File: src/rtl/pwc_defines.svh
// register indices, field positions, reset values and write masks of the pwm clock block
`ifndef PWC_DEFINES_SVH
`define PWC_DEFINES_SVH
// register indices; the byte address is four times the index
`define PWC_IDX_CTL 7'h60
`define PWC_IDX_PRESC 7'h61
`define PWC_IDX_SCLA 7'h62
`define PWC_IDX_SCLB 7'h63
// channel_control field positions (two bits each, channel 0 lowest)
`define PWC_CTL_ON_LSB 0
`define PWC_CTL_POL_LSB 2
`define PWC_CTL_SEL_LSB 4
`define PWC_CTL_CAE_LSB 6
// prescale_select field positions
`define PWC_PRE_A_LSB 0
`define PWC_PRE_B_LSB 4
// writable bits of prescale_select; bits 7 and 3 read as zero
`define PWC_PRE_WMASK 8'h77
// reset values
`define PWC_RST_CTL 8'h00
`define PWC_RST_PRESC 8'h00
`define PWC_RST_SCL 8'h00
`endif

File: src/rtl/pwc_pkg.sv
// types shared by the pwm clock select and scaler block
`default_nettype none
package pwc_pkg;
  // whole state of the block, registered as one word
  typedef struct packed {
    logic [7:0] ctl;     // channel_control
    logic [7:0] presc;   // prescale_select
    logic [7:0] scla;    // scale_a_value
    logic [7:0] sclb;    // scale_b_value
    logic [6:0] pcnt;    // free prescale counter
    logic [7:0] scnt_a;  // scale a down counter, zero means 256
    logic [7:0] scnt_b;  // scale b down counter, zero means 256
    logic tog_a;         // half period toggle for clock sa
    logic tog_b;         // half period toggle for clock sb
    logic [1:0] phase;   // per channel: duty count already reached
    logic [1:0] pwm;     // per channel output level
    logic [1:0] tick;    // per channel selected clock tick
    logic [31:0] rdata;  // read data captured in the setup phase
  } pwc_state_s;
endpackage : pwc_pkg
`default_nettype wire

File: src/rtl/pwc_clock_scaler.sv
// pwm clock select, prescaler, scalers, channel control and apb register slave
//
// Function
// - polarity one: start high, low at duty
// - polarity zero: start low, high at duty
// - polarity writes apply immediately, any time
// - each channel selects between two clocks
// - clock select bits writable any time
// - alignment bit one centre, zero left
// - clock a is interface clock over 2^code
// - clock b is interface clock over 2^code
// - prescale register: b bits 6-4, a 2-0
// - prescale codes writable any time
// - clock sa is clock a over 2*scale
// - clock sb is clock b over 2*scale
// - scale a zero counts as 256
// - scale b zero counts as 256
// - scale write reloads its counter at once
// - channel 0 a/sa, channel 1 b/sb
// - both channels off stops the prescaler
`timescale 1ns/1ps
`default_nettype none
`include "pwc_defines.svh"

module pwc_clock_scaler #(
  parameter int ADDR_W = 12  // apb address width
) (
  input wire logic ref_clk_i,               // 10 mhz interface clock
  input wire logic nrst_i,                  // synchronous reset, active low
  input wire logic psel_i,                  // apb select
  input wire logic penable_i,               // apb access phase
  input wire logic pwrite_i,                // apb direction, high for write
  input wire logic [ADDR_W-1:0] paddr_i,    // apb byte address
  input wire logic [31:0] pwdata_i,         // apb write data
  output logic [31:0] prdata_o,             // apb read data
  output logic pready_o,                    // apb ready, never waits
  output logic pslverr_o,                   // apb error on unmapped address
  input wire logic [1:0] period_start_i,    // counter begins a new cycle
  input wire logic [1:0] duty_match_i,      // counter reached duty count
  output logic [1:0] chan_tick_o,           // selected channel clock tick
  output logic [1:0] channel_on_o,          // channel enables
  output logic [1:0] start_level_select_o,  // channel polarities
  output logic [1:0] center_align_select_o, // channel alignment modes
  output logic [1:0] pwm_o                  // channel waveform outputs
);

  // register byte addresses from their indices
  localparam logic [ADDR_W-1:0] ADDR_CTL = ADDR_W'({`PWC_IDX_CTL, 2'b00});
  localparam logic [ADDR_W-1:0] ADDR_PRESC = ADDR_W'({`PWC_IDX_PRESC, 2'b00});
  localparam logic [ADDR_W-1:0] ADDR_SCLA = ADDR_W'({`PWC_IDX_SCLA, 2'b00});
  localparam logic [ADDR_W-1:0] ADDR_SCLB = ADDR_W'({`PWC_IDX_SCLB, 2'b00});

  pwc_pkg::pwc_state_s s_q;  // current state
  pwc_pkg::pwc_state_s s_d;  // next state

  logic setup;          // apb setup phase
  logic access;         // apb access phase, always completes
  logic wr;             // write taking effect this edge
  logic mapped;         // address hits a register
  logic run;            // at least one channel enabled
  logic [1:0] on;       // enables
  logic [1:0] sel;      // clock selects
  logic [6:0] mask_a;   // prescale mask for clock a
  logic [6:0] mask_b;   // prescale mask for clock b
  logic tick_a;         // clock a tick
  logic tick_b;         // clock b tick
  logic tick_sa;        // clock sa tick
  logic tick_sb;        // clock sb tick
  logic [7:0] rd_mux;   // read data for the current address

  // bus phase decode
  assign setup = psel_i && !penable_i;
  assign access = psel_i && penable_i;
  assign wr = access && pwrite_i;
  assign mapped = (paddr_i == ADDR_CTL) || (paddr_i == ADDR_PRESC)
               || (paddr_i == ADDR_SCLA) || (paddr_i == ADDR_SCLB);

  // control fields
  assign on = s_q.ctl[`PWC_CTL_ON_LSB +: 2];
  assign sel = s_q.ctl[`PWC_CTL_SEL_LSB +: 2];
  assign run = |on;

  // prescaled ticks: clock x ticks when the low code bits of the counter are all ones
  assign mask_a = 7'((8'h01 << s_q.presc[`PWC_PRE_A_LSB +: 3]) - 8'h01);
  assign mask_b = 7'((8'h01 << s_q.presc[`PWC_PRE_B_LSB +: 3]) - 8'h01);
  assign tick_a = run && ((s_q.pcnt & mask_a) == mask_a);
  assign tick_b = run && ((s_q.pcnt & mask_b) == mask_b);

  // scaled ticks: every second expiry of the scale counter
  assign tick_sa = tick_a && (s_q.scnt_a == 8'h01) && s_q.tog_a;
  assign tick_sb = tick_b && (s_q.scnt_b == 8'h01) && s_q.tog_b;

  // read data selection
  always_comb begin
    case (paddr_i)
      ADDR_CTL: begin
        rd_mux = s_q.ctl;
      end
      ADDR_PRESC: begin
        rd_mux = s_q.presc & `PWC_PRE_WMASK;
      end
      ADDR_SCLA: begin
        rd_mux = s_q.scla;
      end
      ADDR_SCLB: begin
        rd_mux = s_q.sclb;
      end
      default: begin
        rd_mux = 8'h00;
      end
    endcase
  end

  // next state
  always_comb begin
    s_d = s_q;
    // read data captured in setup so it comes from a flop in access
    if (setup) begin
      s_d.rdata = {24'h000000, rd_mux};
    end
    // prescale counter runs only while some channel is enabled
    if (run) begin
      s_d.pcnt = s_q.pcnt + 7'h01;
    end else begin
      s_d.pcnt = 7'h00;
    end
    // scaler a: zero wraps to 255 so it counts 256 ticks
    if (tick_a) begin
      if (s_q.scnt_a == 8'h01) begin
        s_d.scnt_a = s_q.scla;
        s_d.tog_a = !s_q.tog_a;
      end else begin
        s_d.scnt_a = s_q.scnt_a - 8'h01;
      end
    end
    // scaler b, same scheme
    if (tick_b) begin
      if (s_q.scnt_b == 8'h01) begin
        s_d.scnt_b = s_q.sclb;
        s_d.tog_b = !s_q.tog_b;
      end else begin
        s_d.scnt_b = s_q.scnt_b - 8'h01;
      end
    end
    // register writes, accepted at any time
    if (wr) begin
      case (paddr_i)
        ADDR_CTL: begin
          s_d.ctl = pwdata_i[7:0];
        end
        ADDR_PRESC: begin
          s_d.presc = pwdata_i[7:0] & `PWC_PRE_WMASK;
        end
        ADDR_SCLA: begin
          s_d.scla = pwdata_i[7:0];
          s_d.scnt_a = pwdata_i[7:0];
        end
        ADDR_SCLB: begin
          s_d.sclb = pwdata_i[7:0];
          s_d.scnt_b = pwdata_i[7:0];
        end
        default: begin
          s_d.ctl = s_q.ctl;
        end
      endcase
    end
    // channel clock: prescaled or scaled source
    s_d.tick[0] = sel[0] ? tick_sa : tick_a;
    s_d.tick[1] = sel[1] ? tick_sb : tick_b;
    // waveform phase and output level per channel
    for (int i = 0; i < 2; i++) begin
      if (!s_d.ctl[`PWC_CTL_ON_LSB + i]) begin
        s_d.phase[i] = 1'b0;
      end else if (duty_match_i[i]) begin
        s_d.phase[i] = 1'b1;
      end else if (period_start_i[i]) begin
        s_d.phase[i] = 1'b0;
      end
      // new polarity takes effect at once, even mid pulse
      s_d.pwm[i] = s_d.ctl[`PWC_CTL_POL_LSB + i] ^ s_d.phase[i];
    end
  end

  // state register with synchronous reset
  always_ff @(posedge ref_clk_i) begin
    if (!nrst_i) begin
      s_q <= '0;
      s_q.ctl <= `PWC_RST_CTL;
      s_q.presc <= `PWC_RST_PRESC;
      s_q.scla <= `PWC_RST_SCL;
      s_q.sclb <= `PWC_RST_SCL;
    end else begin
      s_q <= s_d;
    end
  end

  // outputs
  assign prdata_o = s_q.rdata;
  assign pready_o = 1'b1;
  assign pslverr_o = access && !mapped;
  assign chan_tick_o = s_q.tick;
  assign channel_on_o = on;
  assign start_level_select_o = s_q.ctl[`PWC_CTL_POL_LSB +: 2];
  assign center_align_select_o = s_q.ctl[`PWC_CTL_CAE_LSB +: 2];
  assign pwm_o = s_q.pwm;
endmodule : pwc_clock_scaler

`default_nettype wire

File: config.mk
export PLATFORM = sky130hd
export DESIGN_NAME = pwc_clock_scaler
export DESIGN_NICKNAME = d
export VERILOG_FILES = /design/src/rtl/pwc_pkg.sv /design/src/rtl/pwc_clock_scaler.sv
export VERILOG_INCLUDE_DIRS = /design/src /design/src/rtl
export SDC_FILE = /design/constraint.sdc
export NUM_CORES = 1
export LEC_CHECK = 0
export BUFFER_PORTS_ARGS = -buffer_cell sky130_fd_sc_hd__buf_2
export CAP_MARGIN = 20
export CORE_MARGIN = 1
export CORE_UTILIZATION = 25
export DETAILED_ROUTE_END_ITERATION = 7
export GPL_TIMING_DRIVEN = 0
export PLACE_DENSITY_LB_ADDON = 0.3
export SLEW_MARGIN = 20
export SYNTH_ARGS = -nofsm -noshare
export SYNTH_HDL_FRONTEND = slang
export SYNTH_SLANG_ARGS = --single-unit
File: constraint.sdc
create_clock -name ref_clk_i -period 2.9 [get_ports ref_clk_i]
set_input_delay 0.145 -clock ref_clk_i [delete_from_list [all_inputs] [get_ports ref_clk_i]]
set_output_delay 0.145 -clock ref_clk_i [all_outputs]
set_load 0.01 [all_outputs]
==> implementation parameters, run 1 <==
Parameter                              Value

Status
  Outcome ... complete, no violations

Critical path
  Cells traversed along the worst timing path ... buf_6, or3_4, ha_1, o22ai_1, a31o_1, a2111oi_4, nand2_4, or3_1, a21oi_1
  Max FO, Critical Path ... 10
  Buffering stage count on the worst path with inverters included ... 1
  Critical Path Sink Type ... register
  Kind of cell with the highest combined delay on the critical path ... compound AO/OA/AOI/OAI gates
  Critical Path AT ... 2.98 ns
  Req. time, crit path ... 3.16 ns
  Crit path launch type ... register
  Maximum single-stage delay on the critical path ... 0.56 ns
  Kind of critical path ... register to register
  Library cell contributing the largest single delay on the critical path ... sky130_fd_sc_hd__a2111oi_4

Synth
  Syn Area/Cell ... 8.226 µm²
  Fraction of registers with async set/reset ... 0
  Sequential element share of the synthesized area ... 0.3420
  Number of standard cells after synthesis ... 491
  Syn. warnings ... 0
  Main area contributors after synthesis ... sky130_fd_sc_hd__dfxtp_1 (34%), sky130_fd_sc_hd__buf_4 (8.4%), sky130_fd_sc_hd__nand2_1 (5.7%), sky130_fd_sc_hd__a21oi_1 (4.8%), sky130_fd_sc_hd__nor2_1 (4.6%)
  Cell type with the largest total area after synthesis ... sky130_fd_sc_hd__dfxtp_1
  Primary flip-flop cell chosen by synthesis mapping ... sky130_fd_sc_hd__dfxtp_1
  Post-Synthesis Cell Area ... 4039 µm²
  Synthesized flop and latch total ... 69
  Number of synthesized flops with an enable pin ... 0
  Area share of the largest cell type after synthesis ... 0.3420
  Unique cell type count in the Yosys netlist ... 68

STA
  Number of failing hold endpoints at the final stage ... 0
  Worst slew pin tran ... 0.6568 ns
  Number of max-slew violations in the final report ... 0
  Final period demand of the worst path ... 2.718 ns
  Maximum clock frequency ... 367.9 MHz
  Crit share post-route ... 0.9372
  Setup violators final ... 0
  Total Negative Setup Slacks ... 0 ns
  Maximum clock skew at final layout ... 0.008359 ns
  Max_slew headroom ... 0.5588
  RSZ-0062 raised after global routing ... no
  Worst path setup slack after routing ... 0.1821 ns

Route
  DR vias/cell ... 4.692
  Drt first pass iters ... 5
  DRC Markers ... 0
  Overall routed net length ... 11.59 mm
  Remaining number of nets flagged by the antenna check after routing ... 0
  Wire per inst ... 14.62 µm
  Vias after detailed routing ... 3,721
  Detailed Route Iter0 Violations ... 342

Power
  Clock Power Share ... 0.526
  Cell internal power dissipation ... 0.001808 W
  Share of total power consumed by net switching ... 0.2151
  Seq pwr share ... 0.414
  Leak Pwr ... 1.964 nW
  Max IR drop VDD ... 241.8 µV
  Portion of total power attributed to combinational logic ... 0.060
  Power density over cell area ... 464.6 nW/µm²
  Reported net switching power ... 0.0004956 W

Global route
  Met1 Usage GRT ... 0.1758
  Met2 track demand over resource in global routing ... 0.2435
  Remaining global-route overflow ... 0
  Met3 Resource Use GR ... 0.03097
  Number of global-route vias before repair ... 3,465
  Number of antenna violations at the first check in global routing ... 0
  GR peak layer ... met2
  GR Util All Layers ... 0.1440
  Wire length of the first global-routing pass ... 18.28 mm
  Maximum number of pins on one net before global-route repair ... 12

Placement
  Final Wtd Congestion ... 0.8494
  Input/output buffers ... 47
  Detailed Place HPWL ... 8.874 mm
  Pre-CTS worst setup slack ... 0.1869 ns
  Cell count after placement ... 777

CTS
  TritonCTS clock tree ... done
  Count of buffers added by post-CTS timing repair for setup ... 0
  Later-pin clock latency in the skew report ... 0.34 ns
  Hold buffers post-CTS ... 0
  Deepest level of the CTS H-tree ... 3
  Clock root buffer ... sky130_fd_sc_hd__clkbuf_16
  Clock slew at reported path FFs ... 0.06 ns
  Number of buffers added by the clock tree synthesis step ... 9
  Clock net sink count ... 69
  Resize count post-CTS ... 0
  Maximum number of buffers from clock root to sink ... 2

Layout
  Fraction of final layout cells with drive strength greater than 1 ... 0.2426
  Synthesis-to-finish area growth ... 22.77%
  Antenna Cells ... 0
  Nets ... 631
  Number of standard cells in the final layout excluding fillers ... 793

Job
  Count of maximum capacitance violations ... 0

Worst hold path
  Type of the tightest min-delay check ... input port to register

Die
  Initial standard-cell utilization of the core ... 0.2552
  Area of the die ... 16,670 µm²
  Cell row count ... 46
  Width of the die ... 129.1 µm
  Number of I/O pins ... 97
  Vertical extent of the die ... 129.1 µm
  Area inside the core boundary ... 15,830 µm²
==> synth_stat cells, types with 5 or more instances <==
| cell type | n |
|---|---|
| sky130_fd_sc_hd__dfxtp_1 | 69 |
| sky130_fd_sc_hd__nand2_1 | 61 |
| sky130_fd_sc_hd__nor2_1 | 49 |
| sky130_fd_sc_hd__buf_4 | 45 |
| sky130_fd_sc_hd__a21oi_1 | 39 |
| sky130_fd_sc_hd__o21ai_0 | 22 |
| sky130_fd_sc_hd__nand3_1 | 20 |
| sky130_fd_sc_hd__mux2i_1 | 15 |
| sky130_fd_sc_hd__inv_1 | 13 |
| sky130_fd_sc_hd__clkbuf_1 | 12 |
| sky130_fd_sc_hd__nor3_1 | 10 |
| sky130_fd_sc_hd__or3_1 | 8 |
| sky130_fd_sc_hd__a31oi_1 | 7 |
| sky130_fd_sc_hd__xnor2_1 | 7 |
| sky130_fd_sc_hd__ha_1 | 6 |
| sky130_fd_sc_hd__a211oi_1 | 5 |
| sky130_fd_sc_hd__a221oi_1 | 5 |
| sky130_fd_sc_hd__and3_1 | 5 |
| sky130_fd_sc_hd__mux4_2 | 5 |
| sky130_fd_sc_hd__nor4_1 | 5 |
| sky130_fd_sc_hd__o21ai_1 | 5 |
==> through the flow <==
| stage | utilization | total power, W | hold WS [ns] | instance area [µm²] |
|---|---|---|---|---|
| 6_report | 0.3133 | 0.002304 | 0.1347 | 4959 |
| 5_1_grt | 0.3133 | 0.002388 | 0.1419 | 4959 |
| 4_1_cts | 0.3133 | 0.002325 | 0.1302 | 4959 |
| 3_5_place_dp | 0.2926 | 0.001112 | 0.4521 | 4631 |
| 3_3_place_gp | 0.2926 | 0.001110 | 0.4514 | 4631 |
| 2_1_floorplan | - | 0.001058 | 0.2855 | 4125 |
==> path summary, 6_finish.rpt <==
kind	start	end	slack (ns)	cells after the start
min	pwdata_i[6]	s_q[77]	0.13	3
max reg2reg	s_q[83]	s_q[38]	0.18	9
max	s_q[83]	s_q[38]	0.18	9
min reg2reg	prdata_o[6]	prdata_o[6]	0.45	2
==> sequential cells by signal (all words and copies together) (netlist names) <==
register / flops
s_q: 51
prdata_o: 8
center_align_select_o: 2
chan_tick_o: 2
channel_on_o: 2
pwm_o: 2
start_level_select_o: 2
==> cells by family after synthesis <==
group | after synthesis | synth area share
buf+inv | 82 | 0.1313
simple gates | 190 | 0.2342
compound gates | 108 | 0.1704
fa+ha+maj | 6 | 0.01859
xor+xnor | 10 | 0.02169
other cells | 2 | 0.001859
mux | 24 | 0.07993
flops | 69 | 0.3420
==> cell usage in the layout (no fill, tap or decap), types with 4 or more instances in the layout <==
cell type                   Yosys  final
sky130_fd_sc_hd__nor4_1         5      5
sky130_fd_sc_hd__buf_4         45     45
sky130_fd_sc_hd__a21oi_1       39     39
sky130_fd_sc_hd__clkbuf_16      0      9
sky130_fd_sc_hd__nand2b_1       4      4
sky130_fd_sc_hd__inv_1         13     13
sky130_fd_sc_hd__mux2i_1       15     15
sky130_fd_sc_hd__and3_1         5      5
sky130_fd_sc_hd__o21ai_0       22     22
sky130_fd_sc_hd__a31oi_1        7      7
sky130_fd_sc_hd__o21ai_1        5      5
sky130_fd_sc_hd__xnor2_1        7      7
sky130_fd_sc_hd__a221oi_1       5      5
sky130_fd_sc_hd__a211oi_1       5      5
sky130_fd_sc_hd__nor3_1        10     10
sky130_fd_sc_hd__clkbuf_1      12     14
sky130_fd_sc_hd__nand2_1       61     61
sky130_fd_sc_hd__buf_2          3     50
sky130_fd_sc_hd__nand3_1       20     20
sky130_fd_sc_hd__mux4_2         5      5
sky130_fd_sc_hd__ha_1           6      6
sky130_fd_sc_hd__buf_6          4      4
sky130_fd_sc_hd__or3_1          8      8
sky130_fd_sc_hd__nor2_1        49     49
sky130_fd_sc_hd__conb_1         2     25
sky130_fd_sc_hd__dfxtp_1       69     69
sky130_fd_sc_hd__clkbuf_8       2      4
==> layout make-up <==
class / instances / area [µm²]
Fill cell: 1690 / 10870
Multi-Input combinational cell: 363 / 2213
Sequential cell: 69 / 1381
Buffer: 68 / 478.0
Tap cell: 216 / 270.3
Clock buffer: 13 / 260.3
Timing Repair Buffer: 47 / 235.2
Clock inverter: 3 / 67.56
Inverter: 14 / 52.55
==> power groups by stage <==
| stage | sequential, W | combinational [W] | clock [W] |
|---|---|---|---|
| floorplan | 0.000973 | 0.0000851 | 0 |
| global placement | 0.000973 | 0.000137 | 0 |
| detailed placement | 0.000973 | 0.000138 | 0 |
| CTS | 0.000953 | 0.000139 | 0.00123 |
| global route | 0.000953 | 0.000152 | 0.00128 |
| finish | 0.000953 | 0.000139 | 0.00121 |
==> worst reg2reg max path, stage by stage (launching register included) <==
cell                        delay, ns
sky130_fd_sc_hd__dfxtp_1         0.31
sky130_fd_sc_hd__buf_6           0.13
sky130_fd_sc_hd__or3_4           0.39
sky130_fd_sc_hd__ha_1            0.28
sky130_fd_sc_hd__o22ai_1         0.06
sky130_fd_sc_hd__a31o_1          0.23
sky130_fd_sc_hd__a2111oi_4       0.56
sky130_fd_sc_hd__nand2_4         0.17
sky130_fd_sc_hd__or3_1           0.38
sky130_fd_sc_hd__a21oi_1         0.14
==> routing by layer <==
metal | share of wire | up-vias
met5 | 0 | -
met3 | 0.043 | 21
met4 | 0.030 | 0
li1 | - | 1829
met2 | 0.49 | 100
met1 | 0.43 | 1771
No activity file was read; power rests on OpenSTA's default activity.
==> inputs of run 2 (changes only) <==
Settings changed: CORE_MARGIN 1 to not set, CORE_UTILIZATION 25 to 45, RECOVER_POWER set to 25.
==> run 2 against run 1 <==
  * Count of clock-buffer cells in the layout is 2 lower
  * Sequential cell count stayed put
  * Via count is 0.97% higher
  * Die area is 44% lower
  * Core utilization is 22 points higher
  * Routed wire length is 9.2% lower
  * Largest cell class unchanged
  * Largest power group is now sequential cells
==> implementation parameters, run 2 (synthesis gave the netlist of run 1 again) <==
Parameter                              Value

Critical path
  Crit path launch type ... register
  Kind of critical path ... register to register
  Cells traversed along the worst timing path ... buf_6, or3_4, ha_1, or2b_2, o211ai_2, a2111oi_4, nand2_4, or3_1, a21oi_1
  Library cell contributing the largest single delay on the critical path ... sky130_fd_sc_hd__a2111oi_4
  Critical Path AT ... 3.03 ns (+0.05 ns)
  Critical Path Sink Type ... register
  Kind of cell with the highest combined delay on the critical path ... simple AND/OR/NAND/NOR gates
  Maximum single-stage delay on the critical path ... 0.61 ns (+0.05 ns)
  Req. time, crit path ... 3.18 ns (+0.02 ns)
  Max FO, Critical Path ... 10 (unchanged)
  Buffering stage count on the worst path with inverters included ... 1 (unchanged)

STA
  Final Hold Slack ... 0.08930 ns (-0.04542 ns)
  Maximum clock frequency ... 363.4 MHz (-1.2%)
  Worst path setup slack after routing ... 0.1483 ns (-0.03381 ns)
  Number of max-slew violations in the final report ... 0 (unchanged)
  Worst slew pin tran ... 0.7675 ns (+0.1108 ns)
  Number of failing hold endpoints at the final stage ... 0 (unchanged)
  RSZ-0062 raised after global routing ... no
  Final period demand of the worst path ... 2.752 ns (+0.03381 ns)
  Crit share post-route ... 0.9489 (+0.01166)
  Max_slew headroom ... 0.4829 (-0.07587)
  Setup violators final ... 0 (unchanged)
  Maximum clock skew at final layout ... 0.01243 ns (+0.004068 ns)
  Total Negative Setup Slacks ... 0 ns (unchanged)

Route
  DR vias/cell ... 5.485 (+17%)
  Overall routed net length ... 10.53 mm (-9.2%)
  Drt first pass iters ... 5 (unchanged)
  Wire per inst ... 15.37 µm (+5.1%)
  Remaining number of nets flagged by the antenna check after routing ... 0 (unchanged)
  Detailed Route Iter0 Violations ... 217 (-37%)
  DRC Markers ... 0 (unchanged)
  Vias after detailed routing ... 3,757 (+0.97%)

CTS
  Clock slew at reported path FFs ... 0.08 ns (+0.02 ns)
  TritonCTS clock tree ... done
  Clock root buffer ... sky130_fd_sc_hd__clkbuf_8
  Number of buffers added by the clock tree synthesis step ... 9 (unchanged)
  Later-pin clock latency in the skew report ... 0.36 ns (+0.02 ns)
  Resize count post-CTS ... 0 (unchanged)
  Hold buffers post-CTS ... 0 (unchanged)
  Maximum number of buffers from clock root to sink ... 2 (unchanged)
  Count of buffers added by post-CTS timing repair for setup ... 0 (unchanged)
  Clock net sink count ... 69 (unchanged)
  Deepest level of the CTS H-tree ... 3 (unchanged)

Placement
  Pre-CTS worst setup slack ... 0.1890 ns (+0.002111 ns)
  Cell count after placement ... 669 (-14%)
  Final Wtd Congestion ... 0.8602 (+1.3%)
  Cell area after placement ... 4496 µm² (-2.9%)
  Input/output buffers ... 47 (unchanged)
  Detailed Place HPWL ... 7.884 mm (-11%)

Die
  Area of the die ... 9358 µm² (-44%)
  Width of the die ... 96.74 µm (-25%)
  Cell row count ... 34 (-26%)
  Number of I/O pins ... 97 (unchanged)
  Vertical extent of the die ... 96.74 µm (-25%)
  Area inside the core boundary ... 8721 µm² (-45%)
  Initial standard-cell utilization of the core ... 0.4631 (+0.2079)

Power
  Max IR drop VDD ... 247.2 µV (+2.3%)
  Leak Pwr ... 1.848 nW (-5.9%)
  Power density over cell area ... 406.3 nW/µm² (-13%)

Layout
  Number of standard cells in the final layout excluding fillers ... 685 (-14%)
  Fraction of final layout cells with drive strength greater than 1 ... 0.2218 (-0.02080)
  Register with the most flip-flops ... s_q
  Post-route cell area ... 4681 µm² (-5.6%)
  Synthesis-to-finish area growth ... 15.89%
  Number of fill cells in the layout ... 864 (-49%)
  Nets ... 631 (unchanged)
  Most used cells in the layout excluding fill and tap cells ... sky130_fd_sc_hd__dfxtp_1 (69), sky130_fd_sc_hd__nand2_1 (61), sky130_fd_sc_hd__nor2_1 (49), sky130_fd_sc_hd__buf_4 (41), sky130_fd_sc_hd__a21oi_1 (39)
  Number of flip-flops in the largest register ... 51 (unchanged)
  Antenna Cells ... 0 (unchanged)
  Most common library cell in the layout ignoring fill and taps ... sky130_fd_sc_hd__dfxtp_1

Global route
  GR Util All Layers ... 0.2325 (+0.08850)
  Wire length of the first global-routing pass ... 17.30 mm (-5.4%)
  Remaining global-route overflow ... 0 (unchanged)
  Number of antenna violations at the first check in global routing ... 0 (unchanged)
  Number of global-route vias before repair ... 3,478 (+0.38%)
  Maximum number of pins on one net before global-route repair ... 13 (+1)

Status
  Outcome ... complete, no violations

Job
  Count of maximum capacitance violations ... 0 (unchanged)

Worst hold path
  Type of the tightest min-delay check ... input port to register
==> run 2: cell types whose count changed in the layout (fill, tap and decap cells not counted), sizes merged <==
| cell | before | now |
|---|---|---|
| clkinv | 0 | 3 |
| buf | 101 | 84 |
| bufinv | 2 | 1 |
| clkbuf | 27 | 42 |
==> run 2: layout make-up <==
| cell class | count | area (µm²) | share of cell area |
|---|---|---|---|
| plain buffers | 68 | 478.0 | 0.1021 |
| clock buffers | 11 | 141.4 | 0.03021 |
| clock inverters | 5 | 60.06 | 0.01283 |
| inverters | 14 | 52.55 | 0.01123 |
| multi-input cells | 363 | 2213 | 0.4729 |
| flip-flops and latches | 69 | 1381 | 0.2951 |
| well taps | 108 | 135.1 | 0.02887 |
| repair buffers | 47 | 219.0 | 0.04678 |
==> run 2: worst paths after layout <==
path	from	end	slack, ns	cells past startpoint
max	s_q[84]	s_q[38]	0.15	9
min reg2reg	prdata_o[6]	prdata_o[6]	0.46	2
min	pwdata_i[7]	s_q[78]	0.09	3
max reg2reg	s_q[84]	s_q[38]	0.15	9
==> run 2: per-stage QoR <==
step           total power, W  utilization
3_3_place_gp         0.001107       0.5155
5_1_grt              0.001968       0.5367
4_1_cts              0.001914       0.5386
6_report             0.001902       0.5367
2_1_floorplan        0.001058            -
3_5_place_dp         0.001109       0.5155
==> run 2: tightest hold or removal path, delay by kind of cell <==
family	cells	cell delay (ns)
compound gates	1	0.06
buf+inv	1	0.14
simple gates	1	0.06
==> run 2: metal layers <==
metal | vias up | track usage | share of wire
met1 | 1736 | 0.3014 | 0.44
met3 | 24 | 0.07370 | 0.077
met4 | 0 | 0.09874 | 0.030
li1 | 1828 | - | -
met2 | 169 | 0.3559 | 0.45
met5 | - | 0 | 0
==> run 2: report_power, final <==
group / internal [W] / switching [W] / total (W)
clock: 0.000423 / 0.000390 / 0.000813
sequential: 0.000949 / 0.00000284 / 0.000952
combinational: 0.0000572 / 0.0000803 / 0.000137
